`src/design/gpio_port_pkg.sv`:
```
// Package for the general purpose port block: register addresses,
// reset values and port widths.
// Assumes a byte-wide special function register access port.
package gpio_port_pkg;
  // ----------------------------------------------------------------
  // Widths
  // ----------------------------------------------------------------
  localparam int unsigned PIN_COUNT = 17;
  localparam int unsigned P2_PIN = 16;
  // ----------------------------------------------------------------
  // Register addresses
  // ----------------------------------------------------------------
  localparam logic [7:0] ADDR_PORT0_LATCH = 8'h80;
  localparam logic [7:0] ADDR_PORT1_LATCH = 8'h90;
  localparam logic [7:0] ADDR_PORT2_LATCH = 8'hA0;
  localparam logic [7:0] ADDR_PORT0_OUTPUT_MODE = 8'hA4;
  localparam logic [7:0] ADDR_PORT1_OUTPUT_MODE = 8'hA5;
  localparam logic [7:0] ADDR_PORT2_OUTPUT_MODE = 8'hA6;
  localparam logic [7:0] ADDR_PORT0_CROSSBAR_SKIP = 8'hD4;
  localparam logic [7:0] ADDR_PORT1_CROSSBAR_SKIP = 8'hD5;
  localparam logic [7:0] ADDR_PORT0_INPUT_MODE = 8'hF1;
  localparam logic [7:0] ADDR_PORT1_INPUT_MODE = 8'hF2;
  // ----------------------------------------------------------------
  // Reset values
  // ----------------------------------------------------------------
  localparam logic [7:0] RST_LATCH = 8'hFF;
  localparam logic RST_PORT2_LATCH = 1'h1;
  localparam logic [7:0] RST_OUTPUT_MODE = 8'h00;
  localparam logic RST_PORT2_OUTPUT_MODE = 1'h0;
  localparam logic [7:0] RST_CROSSBAR_SKIP = 8'h00;
  localparam logic [6:0] RST_PORT1_SKIP = 7'h00;
  localparam logic [7:0] RST_INPUT_MODE = 8'hFF;
  localparam logic [16:0] RST_PIN_OUT = 17'h00000;
  localparam logic [7:0] RST_RDATA = 8'h00;
  // ----------------------------------------------------------------
  // Field positions
  // ----------------------------------------------------------------
  localparam int unsigned PORT1_SKIP_MSB = 6;
endpackage : gpio_port_pkg

```
`src/design/general_purpose_port_io.sv`:
```
// General purpose port logic for seventeen pins on three ports:
// output latches, input and output mode, crossbar skip, pin drive.
// Assumes the core presents byte and bit accesses on one SFR port,
// flags read-modify-write reads, and a crossbar outside supplies
// peripheral ownership, peripheral data and two-wire bus pin marks.
`timescale 1ns/1ps
module general_purpose_port_io (
  input wire logic core_clk_i,
  input wire logic reset_i,
  // SFR access port
  input wire logic [7:0] sfr_addr_i,
  input wire logic sfr_wr_i,
  input wire logic [7:0] sfr_wdata_i,
  input wire logic sfr_bit_wr_i,
  input wire logic [2:0] sfr_bit_idx_i,
  input wire logic sfr_bit_wdata_i,
  input wire logic sfr_rd_i,
  input wire logic sfr_rmw_i,
  output logic [7:0] sfr_rdata_o,
  output logic sfr_rbit_o,
  // Crossbar side
  input wire logic crossbar_global_enable_i,
  input wire logic weak_pullup_disable_i,
  input wire logic [16:0] xbar_claim_i,
  input wire logic [16:0] xbar_data_i,
  input wire logic [16:0] two_wire_pin_i,
  output logic [14:0] crossbar_skip_o,
  output logic [16:0] pin_digital_o,
  // Pins
  input wire logic [16:0] pin_i,
  output logic [16:0] pin_o,
  output logic [16:0] pin_oe_o,
  output logic [16:0] pin_pullup_o
);

  // ----------------------------------------------------------------
  // Register storage
  // ----------------------------------------------------------------
  logic [7:0] port0_latch_ff; // Port 0 output latch
  logic [7:0] port1_latch_ff; // Port 1 output latch
  logic port2_latch_ff; // Port 2 single latch bit
  logic [7:0] port0_input_mode_ff; // 1 digital, 0 analog
  logic [7:0] port1_input_mode_ff; // 1 digital, 0 analog
  logic [7:0] port0_output_mode_ff; // 1 push-pull, 0 open-drain
  logic [7:0] port1_output_mode_ff; // 1 push-pull, 0 open-drain
  logic port2_output_mode_ff; // Port 2 pin 0 mode
  logic [7:0] port0_crossbar_skip_ff; // Skip marks, port 0
  logic [6:0] port1_crossbar_skip_ff; // Skip marks, port 1 (bit 7 absent)
  logic [7:0] rdata_ff; // Registered read data
  logic rbit_ff; // Registered bit test result
  logic [16:0] pin_out_ff; // Registered pin drive level
  logic [16:0] pin_oe_ff; // Registered pin enable
  logic [16:0] pin_pullup_ff; // Registered pullup enable

  // ----------------------------------------------------------------
  // Pin input synchroniser
  // ----------------------------------------------------------------
  logic [16:0] pin_meta_ff; // First stage, read only by second
  logic [16:0] pin_sync_ff; // Second stage, safe to use

  // Pins are asynchronous to the core clock
  // The synchroniser has no reset on purpose: a reset would only
  // hide the pin level for two more cycles and cost reset fan-out.
  // Software reading a port right after reset may see stale bits
  // for two edges; the register read path adds one more edge.
  // Only the second stage feeds the read path, so a metastable
  // first stage never reaches the read multiplexer.
  always_ff @(posedge core_clk_i) begin
    pin_meta_ff <= pin_i;
    pin_sync_ff <= pin_meta_ff;
  end

  // ----------------------------------------------------------------
  // Address decode
  // ----------------------------------------------------------------
  wire sel_p0 = (sfr_addr_i == gpio_port_pkg::ADDR_PORT0_LATCH);
  wire sel_p1 = (sfr_addr_i == gpio_port_pkg::ADDR_PORT1_LATCH);
  wire sel_p2 = (sfr_addr_i == gpio_port_pkg::ADDR_PORT2_LATCH);
  wire sel_p0_mdout = (sfr_addr_i == gpio_port_pkg::ADDR_PORT0_OUTPUT_MODE);
  wire sel_p1_mdout = (sfr_addr_i == gpio_port_pkg::ADDR_PORT1_OUTPUT_MODE);
  wire sel_p2_mdout = (sfr_addr_i == gpio_port_pkg::ADDR_PORT2_OUTPUT_MODE);
  wire sel_p0_skip = (sfr_addr_i == gpio_port_pkg::ADDR_PORT0_CROSSBAR_SKIP);
  wire sel_p1_skip = (sfr_addr_i == gpio_port_pkg::ADDR_PORT1_CROSSBAR_SKIP);
  wire sel_p0_mdin = (sfr_addr_i == gpio_port_pkg::ADDR_PORT0_INPUT_MODE);
  wire sel_p1_mdin = (sfr_addr_i == gpio_port_pkg::ADDR_PORT1_INPUT_MODE);

  // Every select compares the full byte address, so no alias of a
  // register appears elsewhere in the special function space.
  // Writes to addresses that match none of these are dropped and
  // reads of them return zero, so the block can share the space
  // with other function registers without a separate enable.
  //
  // Single-bit write mask; only the latches are bit addressable
  wire [7:0] bit_mask = 8'h01 << sfr_bit_idx_i;
  wire [7:0] bit_fill = {8{sfr_bit_wdata_i}};

  // ----------------------------------------------------------------
  // Latch next values
  // ----------------------------------------------------------------
  logic [7:0] nxt_port0_latch; // Next port 0 latch
  logic [7:0] nxt_port1_latch; // Next port 1 latch
  logic nxt_port2_latch; // Next port 2 latch

  // Byte write replaces, bit write merges into the latch
  // A byte write wins over a bit write in the same cycle; the core
  // never issues both, so the order only keeps the logic defined.
  // Port 2 has a single latch bit: a bit write with any index other
  // than zero addresses an absent bit and leaves the latch alone.
  always_comb begin
    nxt_port0_latch = port0_latch_ff;
    nxt_port1_latch = port1_latch_ff;
    nxt_port2_latch = port2_latch_ff;
    if (sfr_wr_i && sel_p0) begin
      nxt_port0_latch = sfr_wdata_i;
    end else if (sfr_bit_wr_i && sel_p0) begin
      nxt_port0_latch = (port0_latch_ff & ~bit_mask) | (bit_fill & bit_mask);
    end
    if (sfr_wr_i && sel_p1) begin
      nxt_port1_latch = sfr_wdata_i;
    end else if (sfr_bit_wr_i && sel_p1) begin
      nxt_port1_latch = (port1_latch_ff & ~bit_mask) | (bit_fill & bit_mask);
    end
    if (sfr_wr_i && sel_p2) begin
      nxt_port2_latch = sfr_wdata_i[0];
    end else if (sfr_bit_wr_i && sel_p2 && (sfr_bit_idx_i == 3'h0)) begin
      nxt_port2_latch = sfr_bit_wdata_i;
    end
  end

  // ----------------------------------------------------------------
  // Register writes
  // ----------------------------------------------------------------
  // latch holds value
  always_ff @(posedge core_clk_i) begin
    if (reset_i) begin
      port0_latch_ff <= gpio_port_pkg::RST_LATCH;
      port1_latch_ff <= gpio_port_pkg::RST_LATCH;
      port2_latch_ff <= gpio_port_pkg::RST_PORT2_LATCH;
    end else begin
      port0_latch_ff <= nxt_port0_latch;
      port1_latch_ff <= nxt_port1_latch;
      port2_latch_ff <= nxt_port2_latch;
    end
  end

  // Mode and skip registers take byte writes only
  // Absent bits are never stored, so they cannot come back on a
  // read; this keeps the read multiplexer free of extra masking.
  // Skip marks are only stored here; the crossbar decoder outside
  // acts on them when it hands pins to peripherals.
  always_ff @(posedge core_clk_i) begin
    if (reset_i) begin
      port0_input_mode_ff <= gpio_port_pkg::RST_INPUT_MODE;
      port1_input_mode_ff <= gpio_port_pkg::RST_INPUT_MODE;
      port0_output_mode_ff <= gpio_port_pkg::RST_OUTPUT_MODE;
      port1_output_mode_ff <= gpio_port_pkg::RST_OUTPUT_MODE;
      port2_output_mode_ff <= gpio_port_pkg::RST_PORT2_OUTPUT_MODE;
      port0_crossbar_skip_ff <= gpio_port_pkg::RST_CROSSBAR_SKIP;
      port1_crossbar_skip_ff <= gpio_port_pkg::RST_PORT1_SKIP;
    end else if (sfr_wr_i) begin
      if (sel_p0_mdin) begin
        port0_input_mode_ff <= sfr_wdata_i;
      end
      if (sel_p1_mdin) begin
        port1_input_mode_ff <= sfr_wdata_i;
      end
      if (sel_p0_mdout) begin
        port0_output_mode_ff <= sfr_wdata_i;
      end
      if (sel_p1_mdout) begin
        port1_output_mode_ff <= sfr_wdata_i;
      end
      if (sel_p2_mdout) begin
        port2_output_mode_ff <= sfr_wdata_i[0];
      end
      if (sel_p0_skip) begin
        port0_crossbar_skip_ff <= sfr_wdata_i;
      end
      if (sel_p1_skip) begin
        port1_crossbar_skip_ff <= sfr_wdata_i[gpio_port_pkg::PORT1_SKIP_MSB:0];
      end
    end
  end

  // ----------------------------------------------------------------
  // Per-pin configuration vectors
  // ----------------------------------------------------------------
  // Port 2 pin has no input-mode bit, so it is always digital
  wire [16:0] digital = {1'b1, port1_input_mode_ff, port0_input_mode_ff};
  wire [16:0] push_pull = {port2_output_mode_ff, port1_output_mode_ff,
                           port0_output_mode_ff};
  wire [16:0] latch_all = {port2_latch_ff, port1_latch_ff, port0_latch_ff};

  assign crossbar_skip_o = {port1_crossbar_skip_ff, port0_crossbar_skip_ff};
  assign pin_digital_o = digital;

  // ----------------------------------------------------------------
  // Pin drive logic
  // ----------------------------------------------------------------
  logic [16:0] nxt_pin_out; // Drive level per pin
  logic [16:0] nxt_pin_oe; // Driver enable per pin
  logic [16:0] nxt_pin_pullup; // Weak pullup per pin

  // Per pin: pick the drive level, then decide whether the driver is
  // on. Open-drain pins only ever drive low; a high level is left to
  // the weak pullup or to the outside circuitry. Analog pins and a
  // disabled crossbar turn the driver off completely, whatever the
  // latch or the peripheral asks for.
  // Limitation: a claimed pin follows the output mode bit like any
  // other pin, so software must still set push-pull where needed.
  genvar g;
  generate
    for (g = 0; g < gpio_port_pkg::PIN_COUNT; g = g + 1) begin : g_pin
      wire level = xbar_claim_i[g] ? xbar_data_i[g] : latch_all[g];
      // mode only on digital, non-bus pins
      wire pp = push_pull[g] & digital[g] & ~two_wire_pin_i[g];
      // drive low on 0; high only in push-pull
      wire drive = crossbar_global_enable_i & digital[g] & (pp | ~level);
      assign nxt_pin_out[g] = level & pp;
      // no driver when disabled or analog
      assign nxt_pin_oe[g] = drive;
      // open-drain pullup, off while driving low
      assign nxt_pin_pullup[g] = ~weak_pullup_disable_i & digital[g] & ~pp
                                 & ~drive;
    end
  endgenerate

  // Registered so pins change cleanly once per clock
  // Trade-off: one cycle of latency from a register write to the
  // pin, bought for glitch-free enables when several mode bits
  // change together. Reset leaves every driver and pullup off.
  always_ff @(posedge core_clk_i) begin
    if (reset_i) begin
      pin_out_ff <= gpio_port_pkg::RST_PIN_OUT;
      pin_oe_ff <= gpio_port_pkg::RST_PIN_OUT;
      pin_pullup_ff <= gpio_port_pkg::RST_PIN_OUT;
    end else begin
      pin_out_ff <= nxt_pin_out;
      pin_oe_ff <= nxt_pin_oe;
      pin_pullup_ff <= nxt_pin_pullup;
    end
  end

  assign pin_o = pin_out_ff;
  assign pin_oe_o = pin_oe_ff;
  assign pin_pullup_o = pin_pullup_ff;

  // ----------------------------------------------------------------
  // Read path
  // ----------------------------------------------------------------
  // pin levels, analog reads 0
  wire [7:0] port0_pins = pin_sync_ff[7:0] & port0_input_mode_ff;
  wire [7:0] port1_pins = pin_sync_ff[15:8] & port1_input_mode_ff;
  wire port2_pin = pin_sync_ff[gpio_port_pkg::P2_PIN];

  logic [7:0] nxt_rdata; // Selected read value

  // Latches come back for read-modify-write, pins otherwise
  // Reading pins for a read-modify-write would copy the level of an
  // open-drain pin held low from outside back into its latch, so the
  // latch is returned instead. Plain reads always see the pins, even
  // when a peripheral owns the pin.
  always_comb begin
    nxt_rdata = 8'h00;
    if (sel_p0) begin
      nxt_rdata = sfr_rmw_i ? port0_latch_ff : port0_pins;
    end else if (sel_p1) begin
      nxt_rdata = sfr_rmw_i ? port1_latch_ff : port1_pins;
    end else if (sel_p2) begin
      nxt_rdata = {7'h00, sfr_rmw_i ? port2_latch_ff : port2_pin};
    end else if (sel_p0_mdin) begin
      nxt_rdata = port0_input_mode_ff;
    end else if (sel_p1_mdin) begin
      nxt_rdata = port1_input_mode_ff;
    end else if (sel_p0_mdout) begin
      nxt_rdata = port0_output_mode_ff;
    end else if (sel_p1_mdout) begin
      nxt_rdata = port1_output_mode_ff;
    end else if (sel_p2_mdout) begin
      nxt_rdata = {7'h00, port2_output_mode_ff};
    end else if (sel_p0_skip) begin
      nxt_rdata = port0_crossbar_skip_ff;
    end else if (sel_p1_skip) begin
      nxt_rdata = {1'b0, port1_crossbar_skip_ff};
    end else begin
      // Unmapped addresses read zero
      nxt_rdata = 8'h00;
    end
  end

  // Read data held until the next read
  // The bit test uses the same selected byte, so a bit read of a
  // port obeys the same pin or latch choice as a byte read.
  // Both results stand until the next read strobe.
  always_ff @(posedge core_clk_i) begin
    if (reset_i) begin
      rdata_ff <= gpio_port_pkg::RST_RDATA;
      rbit_ff <= 1'b0;
    end else if (sfr_rd_i) begin
      rdata_ff <= nxt_rdata;
      rbit_ff <= nxt_rdata[sfr_bit_idx_i];
    end
  end

  assign sfr_rdata_o = rdata_ff;
  assign sfr_rbit_o = rbit_ff;

endmodule : general_purpose_port_io

```
`config.mk`:
```
export PLATFORM = sky130hd
export DESIGN_NAME = general_purpose_port_io
export DESIGN_NICKNAME = d
export VERILOG_FILES = /design/src/design/gpio_port_pkg.sv /design/src/design/general_purpose_port_io.sv
export SDC_FILE = /design/constraint.sdc
export NUM_CORES = 1
export LEC_CHECK = 0
export ABC_CLOCK_PERIOD_IN_PS = 2700
export BUFFER_PORTS_ARGS = -buffer_cell sky130_fd_sc_hd__buf_4
export CORE_MARGIN = 4
export CORE_UTILIZATION = 45
export CTS_CLUSTER_SIZE = 40
export DETAILED_ROUTE_END_ITERATION = 10
export PLACE_DENSITY = 0.78
export SLEW_MARGIN = 20
export SYNTH_ARGS = -nofsm -noshare
export SYNTH_HDL_FRONTEND = slang
export SYNTH_SLANG_ARGS = --single-unit
export TNS_END_PERCENT = 30
```
`constraint.sdc`:
```
create_clock -name core_clk_i -period 2.7 [get_ports core_clk_i]
set_input_delay 0.135 -clock core_clk_i [delete_from_list [all_inputs] [get_ports core_clk_i]]
set_output_delay 0.135 -clock core_clk_i [all_outputs]
set_load 0.02 [all_outputs]
```
==> results_dict.tcl <==
set metrics [dict create \
    status "finished clean" \
    hp-start "two_wire_pin_i[16]" \
    ys_seq_area_frac 0.480 \
    synth.area.top_cells "dfxtp_1, mux2i_1, nand2_1, a21oi_1, nand3_1" \
    start_util 0.458 \
    yosysTopAreaCellShare 0.480 \
    cts_tree "built" \
    finalPower_mw 5.21 \
    cts_hold_buffers 17 \
    synthToLayoutAreaGrowth_pct 34.5 \
    grt_max_degree 69 \
    crit_arrival_ps 2420 \
    path_class "flop to flop" \
    synth_seq_cells 159 \
    wl_per_cell_um 20.4 \
    synthDistinctLibCells 63 \
    num_rows 44 \
    ys_async_sr_fraction 0 \
    cts.sinks 159 \
    max_stage_delay_ps 540 \
    drt-initial-drc-count 706 \
    dp.cells 1077 \
    ant_nets 0 \
    antenna_found_initial 1 \
    port_buffers 186 \
    clock_latency_ps 420 \
    post_cts_buffers 0 \
    start_kind "flop" \
    syn_area_um2 6630 \
    syn_avg_cell_area_um2 8.99 \
    drive_gt1_frac 0.256 \
    max_cap_violations 0 \
    min_path_type "primary input to flop" \
    htreeDepth 4 \
    critPathLaunch "port0_output_mode_ff[4]" \
    track_usage 0.272 \
    tightest_slew_ps 815 \
    yosysTopAreaCell "dfxtp_1" \
    numCtsBuffers 17 \
    drc 0 \
    final_cells 1125 \
    period_share 0.787 \
    ir_drop_mv 0.378 \
    synth_warnings 0 \
    diodes 0 \
    die_h_um 129 \
    vias 6474 \
    setup_tns_ps 0 \
    grt_pass1_wl_um 34800 \
    gp_congestion 0.963 \
    critPathCaptureType "flop" \
    die-area_um2 16700 \
    first_pass_iters 6 \
    required_ps 2990 \
    synth_nets 833 \
    p_per_area_nw_per_um2 584 \
    dp_hpwl_um 16600 \
    grt_pass1_vias 6254 \
    r2r-start "port0_output_mode_ff[4]" \
    hold_viol 0 \
    cellLeakagePower_nw 3.93 \
    rsz0062_at_grt "false" \
    design.core.area_um2 14500 \
    skew_ps 10.6 \
    clock.fmax_mhz 471 \
    gr-total-overflow 0 \
    synth_flop_cell "dfxtp_1" \
    wl_um 23000 \
    final.min_clock_period_ps 2130 \
    slowest_stage "or4_1" \
    clkSlewWorstSetupHoldPaths_ps 60 \
    synth_edf_count 0 \
    syn_inst 737 \
    die_w_um 129 \
    io-pin-count 188 \
    nets 1025 \
    crit_fanout 3 \
    vias_per_cell 5.75 \
    slew-limit-headroom 0.457 \
    clockRootBuffer "clkbuf_16" \
    path_cells "or4_1 -> a21o_1 -> a221oi_1 -> nor3_1 -> o31ai_1 -> a41oi_1" \
    clock_path_buffers 2 \
    setup_violations 0 \
    slew_viol_final 0 \
    ctsResizeCount 0 \
]
[logic make-up (layout without fill, tap and decap cells)]
| kind of cell | count (synthesis) | count (layout) | synth area share |
|---|---|---|---|
| buf+inv | 68 | 272 | 0.0410 |
| mux | 66 | 66 | 0.100 |
| flops | 159 | 159 | 0.480 |
| compound gates | 159 | 159 | 0.153 |
| simple gates | 284 | 284 | 0.225 |
| other cells | 1 | 1 | 0.000566 |
[area by class of cell]
class | instances | area (um2)
Fill cell | 1250 | 5560
Sequential cell | 159 | 3180
Multi-Input combinational cell | 510 | 3170
Timing Repair Buffer | 218 | 1680
Clock buffer | 27 | 513
Tap cell | 184 | 230
Inverter | 23 | 86.3
Clock inverter | 4 | 51.3
[worst max-delay path: cells and delay by family, from the launching register on]
| kind | cells | cell delay [ps] |
|---|---|---|
| compound gates | 4 | 1020 |
| simple gates | 2 | 630 |
| flops | 1 | 350 |
[layout by cell type, fill, tap and decap left out, types with 5 or more instances in the layout]
master	Yosys	routed
o21ai_1	6	6
o21ai_0	22	22
nor3_1	10	10
a211oi_1	8	8
nor2b_1	9	9
clkbuf_1	36	5
dlygate4sd3_1	0	17
inv_1	23	23
mux2i_1	64	64
nand2b_1	24	24
nand2_1	95	95
o221ai_1	8	8
nand3_1	39	39
dfxtp_1	159	159
a21oi_1	63	63
clkbuf_16	0	17
buf_4	2	201
o31ai_1	5	5
nor4b_1	16	16
clkbuf_8	0	5
nand4_1	5	5
and3b_1	5	5
nor2_1	52	52
a31oi_1	5	5
o211ai_1	8	8
[Yosys cell counts (all sizes together) (11+ instances only)]
cell type  count
nand3         39
dfxtp        159
nand2         95
nor2          52
nand2b        24
clkbuf        36
nor3          11
nor4b         16
o21ai         28
inv           23
a21oi         63
mux2i         64
[metal layers]
metal  GRT usage  up-vias  wire, um
met5           0        -        12
met4       0.111        2       711
met3      0.0775       69      2520
met2       0.434      380     10600
met1       0.349     3010      9080
li1            -     3013         -
[power breakdown]
part           total [mW]  internal [mW]  switching (mW)
logic               0.500          0.219           0.281
clock network        2.28           1.39           0.895
registers            2.42           2.40          0.0203
[path summary, 6_finish.rpt]
kind                                  endpoint  depth (start not counted)  slack [ps]
worst min register to register  pin_sync_ff[8]                          0         320
worst min-delay path                 pin_o[16]                          3          20
worst max register to register      sfr_rbit_o                          6         570
worst max-delay path                sfr_rbit_o                          6         570
[metrics by stage]
stage	hold slack, ps	setup slack (ps)	utilization	area (um2)
final	23.2	575	0.616	8920
after global routing	23.3	415	0.616	8920
after CTS	11.5	617	0.616	8920
after detailed placement	241	353	0.565	8180
after global placement	239	326	0.565	8180
after floorplan	163	679	-	6630
Power figures use the tool's default switching activity.
